[src/include/fdc_map.vh]
// constants for the four-decade counter and display scanner
`ifndef FDC_MAP_VH
`define FDC_MAP_VH
// register byte offsets
`define FDC_OFF_CTRL 4'h0
`define FDC_OFF_STAT 4'h4
`define FDC_OFF_LATCH 4'h8
`define FDC_OFF_COUNT 4'hc
// control register fields
`define FDC_CTRL_RESET_N 0
`define FDC_CTRL_XFER_N 1
`define FDC_CTRL_BLANK_N 2
`define FDC_CTRL_TRUE 3
`define FDC_CTRL_DP_LEFT 4
`define FDC_CTRL_RST 32'h0000_001f
// digit select codes, one-hot, msd first
`define FDC_SEL_MSD 4'h8
`define FDC_SEL_LSD 4'h1
// decade limits
`define FDC_DEC_NINE 4'h9
`define FDC_DEC_ZERO 4'h0
// axi responses
`define FDC_RESP_OKAY 2'h0
`define FDC_RESP_SLVERR 2'h2
// timing: transfer release and reset spacing in ns, and clock period
`define FDC_T_XFER_NS 1000
`define FDC_CLK_NS 40
`endif

[src/rtl/fdc_latch.v]
// static display latches holding four decades
`timescale 1ns/1ps
module fdc_latch (
    // clock
    input wire aclk,
    // capture control
    input wire load,
    input wire [15:0] din,
    // latched count, registered
    output reg [15:0] dout
);
    // ------------------------------------------------------------
    // latch storage
    // ------------------------------------------------------------
    // copy count while load is high; no reset, as in the device
    // contents stay unknown until the first transfer has run
    always @(posedge aclk) begin
        if (load) begin
            dout <= din;
        end
    end
endmodule

[src/rtl/fdc_top.v]
// four-decade counter with latches, display scanner and axi4-lite registers
//
// Overview of operation
// count falling edge advances modulo 10000 counter
// scan falling edge advances digit selector
// one-hot select msd to lsd, routes latch
// scan low forces outputs to off level
// transfer low copies counter into latches
// transfer ends at next count edge
// partner spaces reset after transfer by 1us
// reset clears counter, selects msd, clears overflow
// partner keeps scan much faster than reset
// blank leading zeros until nonzero or point
// blanking segments only, lsd shown, re-arms
// reset while unblanked gives unblanked scan
// partner holds blanking low during reset
// partner pulls point low on its digit
// blanking input low: segments off, bcd zero
// complement mode inverts bcd and segments
// right point mode unblanks one digit later
// overflow flag low on 10000th count
// carry out high while counter holds 9999
// fixed seven-segment and bcd decode table
// counter wraps to zero and keeps counting
`timescale 1ns/1ps
`include "fdc_map.vh"
module fdc_top (
    // clock and reset
    input wire aclk,
    input wire aresetn,
    // axi4-lite write address
    input wire [3:0] s_axi_awaddr,
    input wire s_axi_awvalid,
    output wire s_axi_awready,
    // axi4-lite write data
    input wire [31:0] s_axi_wdata,
    input wire [3:0] s_axi_wstrb,
    input wire s_axi_wvalid,
    output wire s_axi_wready,
    // axi4-lite write response
    output reg [1:0] s_axi_bresp,
    output reg s_axi_bvalid,
    input wire s_axi_bready,
    // axi4-lite read address
    input wire [3:0] s_axi_araddr,
    input wire s_axi_arvalid,
    output wire s_axi_arready,
    // axi4-lite read data
    output reg [31:0] s_axi_rdata,
    output reg [1:0] s_axi_rresp,
    output reg s_axi_rvalid,
    input wire s_axi_rready,
    // device inputs, synchronous to aclk
    input wire count_in,
    input wire scan_in,
    input wire dp_n,
    // display outputs
    output reg [6:0] seg_out,
    output reg [3:0] bcd_out,
    output reg [3:0] digit_sel,
    output reg overflow_n,
    output reg carry_out
);
    // ------------------------------------------------------------
    // constants
    // ------------------------------------------------------------
    // transfer spacing in cycles, round up, at least one
    localparam integer XFER_CYC_RAW = (`FDC_T_XFER_NS + `FDC_CLK_NS - 1) / `FDC_CLK_NS;
    localparam integer XFER_CYC = (XFER_CYC_RAW < 1) ? 1 : XFER_CYC_RAW;

    // ------------------------------------------------------------
    // functions
    // ------------------------------------------------------------
    // seven-segment pattern {g..a}, 0 = lit, true polarity
    function [6:0] seg_dec;
        input [3:0] d;
        begin
            case (d)
                4'h0: seg_dec = 7'h40;
                4'h1: seg_dec = 7'h79;
                4'h2: seg_dec = 7'h24;
                4'h3: seg_dec = 7'h30;
                4'h4: seg_dec = 7'h19;
                4'h5: seg_dec = 7'h12;
                4'h6: seg_dec = 7'h02;
                4'h7: seg_dec = 7'h78;
                4'h8: seg_dec = 7'h00;
                4'h9: seg_dec = 7'h10;
                default: seg_dec = 7'h7f;
            endcase
        end
    endfunction

    // one decade increment with carry
    function [4:0] dec_inc;
        input [3:0] d;
        input cin;
        begin
            if (!cin) begin
                dec_inc = {1'b0, d};
            end else if (d == `FDC_DEC_NINE) begin
                dec_inc = {1'b1, `FDC_DEC_ZERO};
            end else begin
                dec_inc = {1'b0, d + 4'h1};
            end
        end
    endfunction

    // ------------------------------------------------------------
    // control register
    // ------------------------------------------------------------
    reg [31:0] ctrl_reg; // software control bits
    wire sw_reset_n = ctrl_reg[`FDC_CTRL_RESET_N]; // counter reset, low active
    wire xfer_n = ctrl_reg[`FDC_CTRL_XFER_N]; // transfer, low active
    wire blank_n = ctrl_reg[`FDC_CTRL_BLANK_N]; // blanking input, low active
    wire true_pol = ctrl_reg[`FDC_CTRL_TRUE]; // 1 = true data
    wire dp_left = ctrl_reg[`FDC_CTRL_DP_LEFT]; // 1 = point left
    wire clr_n = aresetn & sw_reset_n; // combined device reset

    // ------------------------------------------------------------
    // edge detection on synchronous inputs
    // ------------------------------------------------------------
    reg count_d_reg; // previous count level
    reg scan_d_reg; // previous scan level
    reg dp_d_reg; // previous point level
    wire count_fall = count_d_reg & ~count_in;
    wire scan_fall = scan_d_reg & ~scan_in;
    wire dp_fall = dp_d_reg & ~dp_n;

    always @(posedge aclk) begin
        if (!aresetn) begin
            count_d_reg <= 1'b0;
            scan_d_reg <= 1'b0;
            dp_d_reg <= 1'b1;
        end else begin
            count_d_reg <= count_in;
            scan_d_reg <= scan_in;
            dp_d_reg <= dp_n;
        end
    end

    // ------------------------------------------------------------
    // decade counter
    // ------------------------------------------------------------
    reg [15:0] cnt_reg; // four bcd decades, msd in top nibble
    reg [15:0] cnt_next;
    reg [4:0] s0;
    reg [4:0] s1;
    reg [4:0] s2;
    reg [4:0] s3;

    // synchronous ripple-free increment of all decades
    always @* begin
        s0 = dec_inc(cnt_reg[3:0], 1'b1);
        s1 = dec_inc(cnt_reg[7:4], s0[4]);
        s2 = dec_inc(cnt_reg[11:8], s1[4]);
        s3 = dec_inc(cnt_reg[15:12], s2[4]);
        cnt_next = {s3[3:0], s2[3:0], s1[3:0], s0[3:0]};
    end

    // counter, overflow flag and carry out
    always @(posedge aclk) begin
        if (!clr_n) begin
            cnt_reg <= 16'h0000;
            overflow_n <= 1'b1;
            carry_out <= 1'b0;
        end else if (count_fall) begin
            cnt_reg <= cnt_next; // see R01
            if (s3[4]) begin
                overflow_n <= 1'b0;
            end
            carry_out <= (cnt_next == 16'h9999);
        end
    end

    // ------------------------------------------------------------
    // transfer control and latches
    // ------------------------------------------------------------
    reg xfer_act_reg; // transfer still in progress
    reg [15:0] xfer_cnt_reg; // cycles since transfer release, for spacing
    wire [15:0] latch_q;

    // transfer runs while input low and until next count edge after release
    always @(posedge aclk) begin
        if (!aresetn) begin
            xfer_act_reg <= 1'b0;
        end else if (!xfer_n) begin
            xfer_act_reg <= 1'b1;
        end else if (count_fall) begin
            xfer_act_reg <= 1'b0;
        end
    end

    // release age counter, compared to the spacing in a readable flag so software can respect spacing
    always @(posedge aclk) begin
        if (!aresetn || !xfer_n) begin
            xfer_cnt_reg <= 16'h0000;
        end else if (xfer_cnt_reg != 16'hffff) begin
            xfer_cnt_reg <= xfer_cnt_reg + 16'h0001;
        end
    end
    wire xfer_spaced = (xfer_cnt_reg >= XFER_CYC[15:0]);

    // capture closes on the count edge itself, before the new value lands
    fdc_latch u_latch (
        .aclk(aclk),
        .load(xfer_act_reg | ~xfer_n), // see R05
        .din(cnt_reg),
        .dout(latch_q)
    );

    // ------------------------------------------------------------
    // digit selector
    // ------------------------------------------------------------
    reg [3:0] sel_reg; // one-hot, msd at bit 3

    always @(posedge aclk) begin
        if (!clr_n) begin
            sel_reg <= `FDC_SEL_MSD;
        end else if (scan_fall) begin
            sel_reg <= {sel_reg[0], sel_reg[3:1]}; // see R02
        end
    end

    // selected latched decade
    reg [3:0] digit;
    always @* begin
        case (sel_reg)
            4'h8: digit = latch_q[15:12];
            4'h4: digit = latch_q[11:8];
            4'h2: digit = latch_q[7:4];
            4'h1: digit = latch_q[3:0];
            default: digit = `FDC_DEC_ZERO;
        endcase
    end

    // ------------------------------------------------------------
    // leading zero blanking
    // ------------------------------------------------------------
    reg unblank_reg; // 1 = unblanked mode this scan
    reg dp_pend_reg; // right mode: point seen, unblank at next digit
    wire is_lsd = (sel_reg == `FDC_SEL_LSD);
    wire zero_dig = (digit == `FDC_DEC_ZERO);
    wire blank_now = ~unblank_reg & zero_dig & ~is_lsd; // see R10

    // unblank state survives the control-register reset, so a reset while unblanked leaves it set
    always @(posedge aclk) begin
        if (!aresetn) begin
            unblank_reg <= 1'b0;
            dp_pend_reg <= 1'b0;
        end else if (scan_fall && is_lsd) begin
            unblank_reg <= 1'b0;
            dp_pend_reg <= 1'b0;
        end else if (scan_fall && dp_pend_reg) begin
            unblank_reg <= 1'b1;
            dp_pend_reg <= 1'b0;
        end else if (scan_in && !zero_dig) begin
            unblank_reg <= 1'b1;
        end else if (dp_fall) begin
            if (dp_left) begin
                unblank_reg <= 1'b1;
            end else begin
                dp_pend_reg <= 1'b1;
            end
        end
    end
    // clr_n deliberately not used above

    // ------------------------------------------------------------
    // output stage
    // ------------------------------------------------------------
    reg [6:0] seg_t; // true-polarity segments
    reg [3:0] bcd_t; // true-polarity bcd, complemented form

    always @* begin
        if (!scan_in) begin
            seg_t = 7'h7f;
            bcd_t = 4'hf;
        end else if (!blank_n) begin
            seg_t = 7'h7f;
            bcd_t = ~`FDC_DEC_ZERO;
        end else begin
            seg_t = blank_now ? 7'h7f : seg_dec(digit); // see R20
            bcd_t = ~digit;
        end
    end

    // registered data outputs with polarity select
    always @(posedge aclk) begin
        if (!aresetn) begin
            seg_out <= 7'h7f;
            bcd_out <= 4'hf;
            digit_sel <= 4'h0;
        end else begin
            seg_out <= true_pol ? seg_t : ~seg_t;
            bcd_out <= true_pol ? bcd_t : ~bcd_t;
            digit_sel <= scan_in ? sel_reg : 4'h0; // see R03
        end
    end

    // ------------------------------------------------------------
    // axi4-lite slave
    // ------------------------------------------------------------
    reg aw_hold_reg; // write address taken
    reg [3:0] aw_addr_reg;
    reg w_hold_reg; // write data taken
    reg [31:0] w_data_reg;
    reg [3:0] w_strb_reg;

    assign s_axi_awready = ~aw_hold_reg & ~s_axi_bvalid;
    assign s_axi_wready = ~w_hold_reg & ~s_axi_bvalid;
    assign s_axi_arready = ~s_axi_rvalid;

    // byte-lane merge
    function [31:0] merge;
        input [31:0] old;
        input [31:0] nw;
        input [3:0] st;
        integer i;
        begin
            merge = old;
            for (i = 0; i < 4; i = i + 1) begin
                if (st[i]) begin
                    merge[i*8 +: 8] = nw[i*8 +: 8];
                end
            end
        end
    endfunction

    // write path: address and data in either order, then response
    always @(posedge aclk) begin
        if (!aresetn) begin
            aw_hold_reg <= 1'b0;
            aw_addr_reg <= 4'h0;
            w_hold_reg <= 1'b0;
            w_data_reg <= 32'h0;
            w_strb_reg <= 4'h0;
            s_axi_bvalid <= 1'b0;
            s_axi_bresp <= `FDC_RESP_OKAY;
            ctrl_reg <= `FDC_CTRL_RST;
        end else begin
            if (s_axi_awvalid && s_axi_awready) begin
                aw_hold_reg <= 1'b1;
                aw_addr_reg <= s_axi_awaddr;
            end
            if (s_axi_wvalid && s_axi_wready) begin
                w_hold_reg <= 1'b1;
                w_data_reg <= s_axi_wdata;
                w_strb_reg <= s_axi_wstrb;
            end
            if (aw_hold_reg && w_hold_reg) begin
                aw_hold_reg <= 1'b0;
                w_hold_reg <= 1'b0;
                s_axi_bvalid <= 1'b1;
                if (aw_addr_reg == `FDC_OFF_CTRL) begin
                    ctrl_reg <= merge(ctrl_reg, w_data_reg, w_strb_reg) & `FDC_CTRL_RST;
                    s_axi_bresp <= `FDC_RESP_OKAY;
                end else begin
                    s_axi_bresp <= `FDC_RESP_SLVERR;
                end
            end else if (s_axi_bvalid && s_axi_bready) begin
                s_axi_bvalid <= 1'b0;
            end
        end
    end

    // read path: one cycle after address
    always @(posedge aclk) begin
        if (!aresetn) begin
            s_axi_rvalid <= 1'b0;
            s_axi_rdata <= 32'h0;
            s_axi_rresp <= `FDC_RESP_OKAY;
        end else if (s_axi_arvalid && s_axi_arready) begin
            s_axi_rvalid <= 1'b1;
            s_axi_rresp <= `FDC_RESP_OKAY;
            case (s_axi_araddr)
                `FDC_OFF_CTRL: s_axi_rdata <= ctrl_reg;
                `FDC_OFF_STAT: s_axi_rdata <= {22'h0, xfer_spaced, xfer_act_reg,
                    unblank_reg, carry_out, overflow_n, 1'b0, sel_reg};
                `FDC_OFF_LATCH: s_axi_rdata <= {16'h0, latch_q};
                `FDC_OFF_COUNT: s_axi_rdata <= {16'h0, cnt_reg};
                default: begin
                    s_axi_rdata <= 32'h0;
                    s_axi_rresp <= `FDC_RESP_SLVERR;
                end
            endcase
        end else if (s_axi_rvalid && s_axi_rready) begin
            s_axi_rvalid <= 1'b0;
        end
    end
endmodule

[config.mk]
export PLATFORM = sky130hd
export DESIGN_NAME = fdc_top
export DESIGN_NICKNAME = d
export VERILOG_FILES = /design/src/rtl/fdc_latch.v /design/src/rtl/fdc_top.v
export VERILOG_INCLUDE_DIRS = /design/src /design/src/include
export SDC_FILE = /design/constraint.sdc
export NUM_CORES = 1
export LEC_CHECK = 0
export BUFFER_PORTS_ARGS = -buffer_cell sky130_fd_sc_hd__buf_2
export CORE_UTILIZATION = 50
export CTS_CLUSTER_SIZE = 40
export DETAILED_ROUTE_END_ITERATION = 8
export PLACE_DENSITY = 0.77
export SLEW_MARGIN = 25
export SYNTH_ARGS = -nofsm -noshare
export SYNTH_HDL_FRONTEND = slang
export SYNTH_SLANG_ARGS = --single-unit
[constraint.sdc]
create_clock -name aclk -period 2.2 [get_ports aclk]
set_input_delay 0.22 -clock aclk [delete_from_list [all_inputs] [get_ports aclk]]
set_output_delay 0.22 -clock aclk [all_outputs]
set_load 0.03 [all_outputs]
After elaboration in Yosys (flattened, before gate mapping). Memories as Yosys holds them, arrays and structs flattened. Index checks and enable logic that the tools add are counted.

Flip-flop bits (word level): 130. Bits in read-only memories: 112. Output and inout port bits: 58. Logic and storage cells: 129. Memories kept: 1.

Memories: (no name shown) (depth 16, bits a word 7, rd ports 1, clocked after memory_dff 0, write ports 0, line fdc_top.v:78) `case (d)`.

Add/sub/neg operators: 5. Order comparisons: 1. Equal/unequal tests: 14. Multiplexer cells: 28. Bitwise logic cells: 25. Reductions and logical operators: 29.

Operators with widths (count): $pmux 16 s4 (1); $mux 5 (7); $eq 4x4->1 const B (7); $mux 7 (4); $add 16x1->16 const B (1); $add 4x1->4 const B (4); $eq 16x16->1 const B (1); $ge 16x5->1 const B (1); $ne 16x16->1 const B (1); $pmux 4 s4 (1); $not 1->1 (13); $logic_not 4->1 (3); $mux 4 (3); $mux 1 (10); $logic_and 1x1->1 (9); $and 1x1->1 (8); $eq 4x3->1 const B (2); $not 4->4 (2); $not 7->7 (1); $reduce_and 2->1 (3); $reduce_and 3->1 (2); $reduce_bool 3->1 (2); $eq 4x1->1 const B (1); $eq 4x2->1 const B (1); other kinds (9) (14).

Depth between registers and ports, before layout. Gate-level depths: netlist of run 1.

Depth in word-level cells: 10. Mapped depth: 10. Gate-level depth less buffers: 9.

Modules after synthesis. Synthesis of run 1 repeated with hierarchy kept, for this count alone.

Cell total of the unflattened synthesis: 554. Area, all modules: 5356.4 um^2.

Modules (own cells, without submodules): fdc_top (times used 1, cells an instance 538, area each 4875.9 um^2); fdc_latch (times used 1, cells an instance 16, area each 480.5 um^2).

Least setup slack after synthesis of run 1. No wires, ideal clock.

Path type: register -> register. From: register sel_reg[3]. To: register seg_out[3]. Library setup time: 0.072 ns. Data arrival time: 2.108 ns. Path slack: 0.020 ns. Stages on the path, launching flop included: 10. Buffers on the path: 1. Period minus slack after synthesis: 2.180 ns. Cells stage by stage: dfxtp_1 -> buf_6 -> nor2b_4 -> a22o_1 -> a21oi_2 -> inv_1 -> ha_1 -> mux2_2 -> a22oi_1 -> mux2i_1.

Cells in the longest elaborated chain, start to end: 10. Elaborated cells on any way between the ends: 15. Those cells by class: eq/ne: 4; mux: 5; bitwise: 4; reduce/logical: 1; memory: 1.

Ends and longest elaborated chain: from (decl) (line fdc_top.v:215) `reg [3:0] sel_reg;`; from (signal assigned) (line fdc_top.v:219) `` sel_reg <= `FDC_SEL_MSD; ``; from (signal assigned) (line fdc_top.v:221) `sel_reg <= {sel_reg[0], sel_reg[3:1]};`; branches (longest 5 deep; another with $mem_v2 16x7); $mux 7 (*) (line fdc_top.v:283) `seg_t = blank_now ? 7'h7f : seg_dec(digit);`; $mux 7 (*) (line fdc_top.v:279) `end else if (!blank_n) begin`; $mux 7 (*) (line fdc_top.v:276) `if (!scan_in) begin`; $not 7->7 (line fdc_top.v:295) `seg_out <= true_pol ? seg_t : ~seg_t;`; $mux 7 (*) (line fdc_top.v:295); to (signal assigned) (line fdc_top.v:295); to (decl) (line fdc_top.v:58) `output reg [6:0] seg_out,`.

Every way passes the cells marked *. A chain may end at the register's enable or synchronous reset.

Final worst setup path of run 1.
From: register sel_reg[2]. To: register seg_out[6].

The elaborated chain is that of the path after synthesis.

==> results.tsv, run 1 <==
metric	value	unit
clk_root_buffer_cell	clkbuf_8	
synth-async-reset-ratio	0	%
synth_edf_count	16	
irDropWorstVdd	395	uV
synth_common_cells	dfxtp_1 (96), nor2_1 (46), nor2b_1 (41)	
critPathKind	reg -> reg	
status	completed	
wirelength	11800	um
cpMaxStageDelayCell	dfxtp_4	
numCtsBuffers	9	
grt_pass1_vias	3943	
clock_path_buffers	2	
worstSkewPairLatency	0.38	ns
antenna_found_initial	0	
overflow	0	
multiInputGateArea	2850	um^2
ios	112	
syn_area	5430	um^2
path_cells	nor4b_4 > a22o_1 > a21oi_2 > buf_6 > ha_4 > nand4b_1 > nand3_4 > a22oi_2 > mux2i_1	
hpwlAfterDp	8350	um
hold_viol	0	
drc	0	
cp-end-kind	register	
io_buffers	63	
yosys.cell_count.top_type	dfxtp_1	
grt_pass1_wl	19100	um
worst_slew_pin_slew	0.762	ns
p_leak	2.54	nW
drtAntennaViolNets	0	
relSlewSlack	49.1	%
regArea	2410	um^2
htree_levels	3	
slew_viol_final	0	
power.switching	1.09	mW
synth_flop_cell	dfxtp_1	
fp.dieH	106	um
dr_total_vias	4168	
postSynthAreaPerCell	9.79	um^2
power_frac_seq	53.9	%
cts_tree	done	
required	2.51	ns
ys_seq_area_share	44.3	%
synth.area.top_cells	dfxtp_1 (35%), edfxtp_1 (8.9%), mux2i_1 (6.6%), nor2b_1 (4.7%), nor2_1 (3.2%)	
grt_setup_unrepaired	true	
drv_cap	0	
diodes	0	
max_stage_delay	0.41	ns
layout.nets	686	
power-per-cell-area	647	nW/um^2
drtPass1Iterations	4	
gr-usage-all-layers	21.2	%
ys_ff_latch	112	
initial_core_util	52.1	%
wl_per_cell	15.5	um
yosysTopAreaCell	dfxtp_1	
cts_hold_buffers	0	
arrival	2.44	ns
grt_max_degree	40	
finalSetupViolCount	0	
power.total	4.01	mW
yosys.area.top_type_share	35.4	%
final_design_area_no_fill	6200	um^2
core	10400	um^2
worstPathMaxFanout	8	
ys_types	60	
hold_class	in -> reg	
power_frac_comb	11.8	%
worstSetupStartpointType	register	
fmax	469	MHz
clock_sinks	112	
via_per_inst	5.47	
p_clk_share	34.3	%
min_period_over_period	96.9	%
p_int	2.93	mW
fillCellCount	824	
clock_skew	0.0148	ns
period_needed	2.13	ns
area_delta_synth_final	14.3	%
num_rows	37	
drive_gt1_share	23.0	%
gp_congestion	0.839	
die_w	106	um
yosys_warnings	0	
place_area	5830	um^2
netSwitchingFraction	27.1	%
synth_cells	554	
cts.clk_slew.worst_paths	0.11	ns
die-area	11300	um^2
drt-initial-drc-count	191	
[power groups by stage]
stage,Combinational [mW],Sequential [mW],Clock [mW]
after floorplan,0.333,2.24,0
after global placement,0.436,2.21,0
final,0.472,2.16,1.38
after detailed placement,0.448,2.21,0
after global routing,0.513,2.17,1.49
after CTS,0.455,2.16,1.40
[worst paths after layout]
check | startpoint | endpoint | slack [ns] | depth (start not counted)
max | sel_reg[2] | seg_out[6] | 0.07 | 9
min | s_axi_arvalid | s_axi_rvalid | 0.07 | 2
max reg2reg | sel_reg[2] | seg_out[6] | 0.07 | 9
min reg2reg | w_data_reg[1] | ctrl_reg[1] | 0.49 | 2
[layout make-up]
type                            instances  area share [%]
Multi-Input combinational cell        400            46.0
Inverter                               13           0.787
Clock inverter                          6            1.37
Timing Repair Buffer                   85            7.81
Tap cell                              136            2.74
Sequential cell                       112            38.9
Clock buffer                           10            2.40
[what timing repair did]
action                                  4_1_cts  5_1_grt
setup buffers                                 0        4
endpoints found under the setup margin        8       10
cloned                                        0        0
pin swaps                                     0        8
gates resized for setup                       9       13
[cell usage in the layout (no fill, tap or decap), drive strengths merged, types with 11 or more instances in the layout]
master / Yosys / layout
a22oi: 14 / 14
xor2: 13 / 13
nand3: 19 / 19
nand2: 37 / 37
nor2b: 42 / 42
mux2i: 36 / 36
nor2: 46 / 46
conb: 1 / 18
ha: 11 / 11
a21oi: 26 / 26
inv: 13 / 15
dfxtp: 96 / 96
o21ai: 16 / 16
nor3: 13 / 13
a22o: 11 / 11
edfxtp: 16 / 16
buf: 25 / 85
[layer usage]
layer  vias up  track usage [%]  routed length, um
li1       2044                -                  -
met1      1999             27.2               5320
met2       106             35.5               5770
met3        19             4.48                471
met4         0             7.04                227
met5         -                0                  0
[through the flow]
step	worst slack (ns)	cells	util, %	hold slack [ns]	setup TNS [ns]
after floorplan	0.0205	571	-	0.321	0
after detailed placement	-0.113	742	56.0	0.458	-0.536
after global placement	0.0139	742	56.0	0.454	0
final	0.0686	762	59.6	0.0747	0
after CTS	0.0184	758	58.6	0.0677	0
after global routing	-0.0373	762	59.6	0.0637	-0.131
[logic make-up (layout without fill, tap and decap cells)]
family / after synthesis / in the layout / synth area share [%]
AOI/OAI and AO/OA: 84 / 84 / 11.0
adders and majority gates: 11 / 11 / 2.54
xor gates and xnor gates: 20 / 20 / 3.23
other: 1 / 18 / 0.0691
muxes: 50 / 50 / 10.4
DFF: 112 / 112 / 44.3
and+or+nand+nor: 217 / 217 / 22.4
buffers and inverters: 59 / 114 / 6.07
[critical path: cells and delay by family (launching register included)]
kind / cells / cell delay (ns)
compound gates: 3 / 0.47
mux: 1 / 0.20
flops: 1 / 0.41
fa+ha+maj: 1 / 0.16
buf+inv: 1 / 0.14
simple gates: 3 / 0.68
(Power assumes the default switching activity.)
==> run 2, diff against run 1 <==
- CORE_ASPECT_RATIO: unset -> 1.2
- MAX_ROUTING_LAYER: unset -> met4
==> run 2 against run 1 <==
  * Critical path depth is 1 higher
  * Count of clock-buffer cells in the layout is 1 lower
  * Cell count is 0.13% higher
  * Die area hardly changed
  * Wire length is 2.6% higher
==> results.tsv, run 2 (synthesis gave the netlist of run 1 again) <==
metric	value	unit
final_cell_mix	dfxtp_1 (93), buf_2 (63), nor2_1 (45)	
dp_slack	-0.0528	ns
initial_core_util	51.6	%
clock_path_buffers	2	
drtAntennaViolNets	0	
slew_viol_final	0	
worstSetupStartpointType	register	
drt-initial-drc-count	228	
hpwlAfterDp	8510	um
max_stage_delay	0.37	ns
clk_root_buffer_cell	clkbuf_16	
wl_per_cell	15.9	um
power.total	4.24	mW
grt_pass1_wl	19600	um
p_leak	2.61	nW
critPathKind	reg -> reg	
holdWs	0.0953	ns
hold_class	in -> reg	
area_delta_synth_final	17.2	%
cts.clk_slew.worst_paths	0.08	ns
clock_sinks	112	
fin_tns_setup	0	ns
fp.dieH	116	um
final_design_area_no_fill	6360	um^2
diodes	0	
power-per-cell-area	668	nW/um^2
ios	112	
layout_setup_ws	0.0517	ns
layout.nets	694	
path_cells	buf_6 > nor2b_4 > a22o_1 > a21oi_4 > inv_2 > buf_6 > ha_4 > mux2_4 > a22oi_2 > mux2i_1	
die-area	11300	um^2
cpMaxStageDelayCell	dfxtp_4	
numCtsBuffers	9	
layout_commonest_cell	dfxtp_1	
status	completed	
core	10500	um^2
worst_slew_pin_slew	0.747	ns
htree_levels	3	
min_period_over_period	97.6	%
drv_cap	0	
io_buffers	63	
relSlewSlack	50.2	%
finalSetupViolCount	0	
irDropWorstVdd	383	uV
place_area	5880	um^2
drtPass1Iterations	4	
overflow	0	
dr.max_layer_used	met4	
clock_skew	0.00949	ns
dr_wl_met2	6230	um
cp-end-kind	register	
required	2.48	ns
period_needed	2.15	ns
gp_congestion	0.856	
arrival	2.43	ns
dr_total_vias	4196	
worstPathMaxFanout	4	
grt_setup_unrepaired	true	
cp_common_cell	buf_6	
cts_tree	done	
worstSkewPairLatency	0.36	ns
wl_met1	5030	um
antenna_found_initial	0	
drive_gt1_share	24.6	%
hold_viol	0	
num_rows	41	
fmax	465	MHz
via_per_inst	5.50	
grt_pass1_vias	4057	
grt_max_degree	38	
cts_hold_buffers	0	
wirelength	12100	um
dr_wl_met3	436	um
drc	0	
gr-usage-all-layers	22.5	%
die_w	97.1	um
## run 2: cell count changes in the layout (fill, tap and decap cells not counted), sizes merged
cell and delta:
bufinv -1, clkinv -1, clkbuf -1, inv +3, buf +8
## run 2: critical path, delay by kind of cell (launching register included)
family / cells / cell delay (ns)
adders and majority gates: 1 / 0.14
AOI/OAI and AO/OA: 3 / 0.61
muxes: 2 / 0.47
DFF: 1 / 0.37
and+or+nand+nor: 1 / 0.13
buffers and inverters: 3 / 0.36
## run 2: cell type report
type,count,area [um^2]
Fill cell,874,4160
Multi-Input combinational cell,400,2900
Sequential cell,112,2410
Timing Repair Buffer,93,556
Clock buffer,9,225
Tap cell,129,161
Clock inverter,7,58.8
Inverter,13,48.8
## run 2: worst paths after layout
check | from | endpoint | slack (ns) | cells past startpoint
worst max-delay path | sel_reg[2] | seg_out[6] | 0.05 | 10
worst min-delay path | count_in | count_d_reg | 0.1 | 2
worst max register to register | sel_reg[2] | seg_out[6] | 0.05 | 10
worst min register to register | w_data_reg[1] | ctrl_reg[1] | 0.48 | 2
## run 2: stage by stage
| step | utilization (%) | instances |
|---|---|---|
| after CTS | 59.3 | 760 |
| after floorplan | - | 571 |
| final | 60.4 | 763 |
| after global placement | 55.9 | 743 |
| after detailed placement | 55.9 | 743 |
| after global routing | 60.4 | 763 |
## run 2: layer usage
metal / vias up / global-route usage [%]
met4: 0 / 12.2
met1: 2005 / 24.8
met5: - / -
met3: 32 / 3.59
met2: 98 / 39.5
li1: 2061 / -
## run 2: timing repair
action,in CTS,in global routing
setup buffers,1,4
gates cloned,0,0
endpoints found under the setup margin,8,12
hold endpoints to repair,0,0
pin swaps,5,14
gates resized for setup,15,19
## run 2: power breakdown
part           internal (mW)  switching (mW)
registers               2.12          0.0396
clock network          0.792           0.798
logic                  0.194           0.299
==> run 3, diff against run 2 <==
- ABC_AREA: unset -> 1
- PLACE_DENSITY: 0.77 -> 0.76
- clock period: 2.2 -> 1.9 ns (I/O delays scaled with it)
==> run 3 against run 2 <==
  * The run now ends with design-rule violations left
  * Final area up 2.1%
  * Total power up 23%
  * Hold slack worse by 0.039 ns
  * Synthesized area up 3.0%
  * Core utilization up 0.36 points
  * Critical path depth up 2
  * Combinational power up 37%
  * Clock skew up 0.0024 ns
  * Maximum frequency up 19%
  * Global-route usage up 1.9 points
  * First-iteration DRC count up 20%
==> results.tsv, run 3 <==
metric	value	unit
finalSetupViolCount	0	
gp_congestion	0.946	
antenna_found_initial	0	
drv_cap	0	
wirelength	13300	um
worstSkewPairLatency	0.36	ns
critPathKind	reg -> reg	
cts_tree	done	
grt_setup_unrepaired	true	
synth_common_cells	nand2_1 (187), dfxtp_1 (96), inv_1 (91)	
hold_viol	0	
clock_sinks	112	
drtPass1Iterations	9	
drtAntennaViolNets	0	
layout_commonest_cell	nand2_1	
diodes	0	
fp.dieH	118	um
htree_levels	3	
overflow	0	
fin_cells	987	
required	2.13	ns
power-per-cell-area	806	nW/um^2
yosys.cell_count.top_type	nand2_1	
slew_viol_final	0	
die-area	11600	um^2
ys_seq_area_share	43.0	%
period_needed	1.81	ns
layout_setup_ws	0.0899	ns
layout.nets	918	
worstSetupStartpointType	register	
ys_ff_latch	112	
core	10700	um^2
synth_flop_cell	dfxtp_1	
synth.area.top_cells	dfxtp_1 (34%), nand2_1 (13%), edfxtp_1 (8.6%), nand3_1 (7.3%), inv_1 (6.1%)	
fmax	552	MHz
min_period_over_period	95.3	%
arrival	2.04	ns
yosys.area.top_type_share	34.4	%
die_w	98.5	um
final_cell_mix	nand2_1 (186), dfxtp_1 (92), inv_1 (91)	
yosys_warnings	0	
power.total	5.23	mW
ys_types	46	
irDropWorstVdd	549	uV
grt_max_degree	25	
clock_skew	0.0119	ns
failed_checks	design-rule violations	
yosysTopAreaCell	dfxtp_1	
status	finished with violations	
initial_core_util	52.4	%
synth-async-reset-ratio	0	%
drt-initial-drc-count	273	
fillCellCount	980	
via_per_inst	5.26	
cts.clk_slew.worst_paths	0.07	ns
drive_gt1_share	16.8	%
num_rows	41	
clock_path_buffers	2	
clk_root_buffer_cell	clkbuf_16	
relSlewSlack	66.7	%
grt_pass1_wl	22100	um
worstPathMaxFanout	5	
syn_area	5590	um^2
hold_class	in -> reg	
cp-end-kind	register	
gr-usage-all-layers	24.4	%
io_buffers	63	
cts_hold_buffers	0	
postSynthAreaPerCell	7.26	um^2
wl_per_cell	13.5	um
grt_pass1_vias	4646	
hpwlAfterDp	9740	um
dr_total_vias	5195	
synth_cells	770	
ios	112	
place_inst	968	
drc	4	
dp_slack	0.00976	ns
numCtsBuffers	9	
area_delta_synth_final	16.1	%
worst_slew_pin_slew	0.499	ns
synth_edf_count	16	
p_leak	2.96	nW
run 3: worst paths after layout:
check,startpoint,end,slack (ns),cells after the start
min,count_in,count_d_reg,0.06,3
max reg2reg,sel_reg[3],seg_out[3],0.09,12
min reg2reg,dp_pend_reg,dp_pend_reg,0.45,2
max,sel_reg[3],seg_out[3],0.09,12
run 3: final cells by class:
type / instances / area (um^2) / share of cell area, %
Tap cell: 129 / 161 / 2.49
Multi-Input combinational cell: 536 / 2680 / 41.3
Sequential cell: 112 / 2410 / 37.2
Clock buffer: 10 / 229 / 3.53
Timing Repair Buffer: 92 / 533 / 8.22
Clock inverter: 6 / 83.8 / 1.29
Inverter: 102 / 388 / 5.98
run 3: per-layer routing:
metal  track usage (%)  vias to the layer above  wire (um)
met2              41.9                      150       6780
met1              29.7                     2369       5720
met4              8.21                        0        228
met5                 -                        -          0
li1                  -                     2655          -
met3              2.79                       21        584
run 3: timing repair:
action                     in CTS  in global routing
buffers inserted                0                  2
setup endpoints to repair       2                 12
gates cloned                    0                  1
gates resized for setup         1                 17
pin swaps                       0                  3
run 3: worst max-delay path, stage by stage, from the launching register on:
cell,delay [ns]
dfxtp_2,0.37
buf_4,0.16
nand4_1,0.08
nand2_1,0.07
nor2_2,0.17
inv_1,0.10
ha_1,0.30
inv_1,0.05
nand2_1,0.08
nand3_1,0.10
nand3_1,0.08
nand2_1,0.07
nand3_1,0.06
run 3: power breakdown:
part | internal, mW | total [mW] | switching (mW)
registers | 2.49 | 2.55 | 0.0639
clock network | 1.15 | 2.00 | 0.853
logic | 0.206 | 0.675 | 0.468
total | 3.84 | 5.23 | 1.39
run 3: per-stage QoR:
step	hold WS (ns)	setup TNS, ns	utilization (%)	instance area (um^2)
final	0.0566	0	60.8	6490
after detailed placement	0.397	0	57.1	6090
after floorplan	0.288	0	-	5650
after CTS	0.0533	0	60.0	6400
after global placement	0.394	0	57.1	6090
after global routing	0.0723	-0.0176	60.8	6490
run 3: cell families (layout without fill, tap and decap cells):
logic type      count (synthesis)  after routing  share of synthesized area [%]
compound gates                122            122                           12.2
xor+xnor                        5              5                          0.784
fa+ha+maj                      11             11                           2.46
buf+inv                       140            210                           11.2
flops                         112            112                           43.0
other cells                     1             18                         0.0671
simple gates                  379            380                           30.2
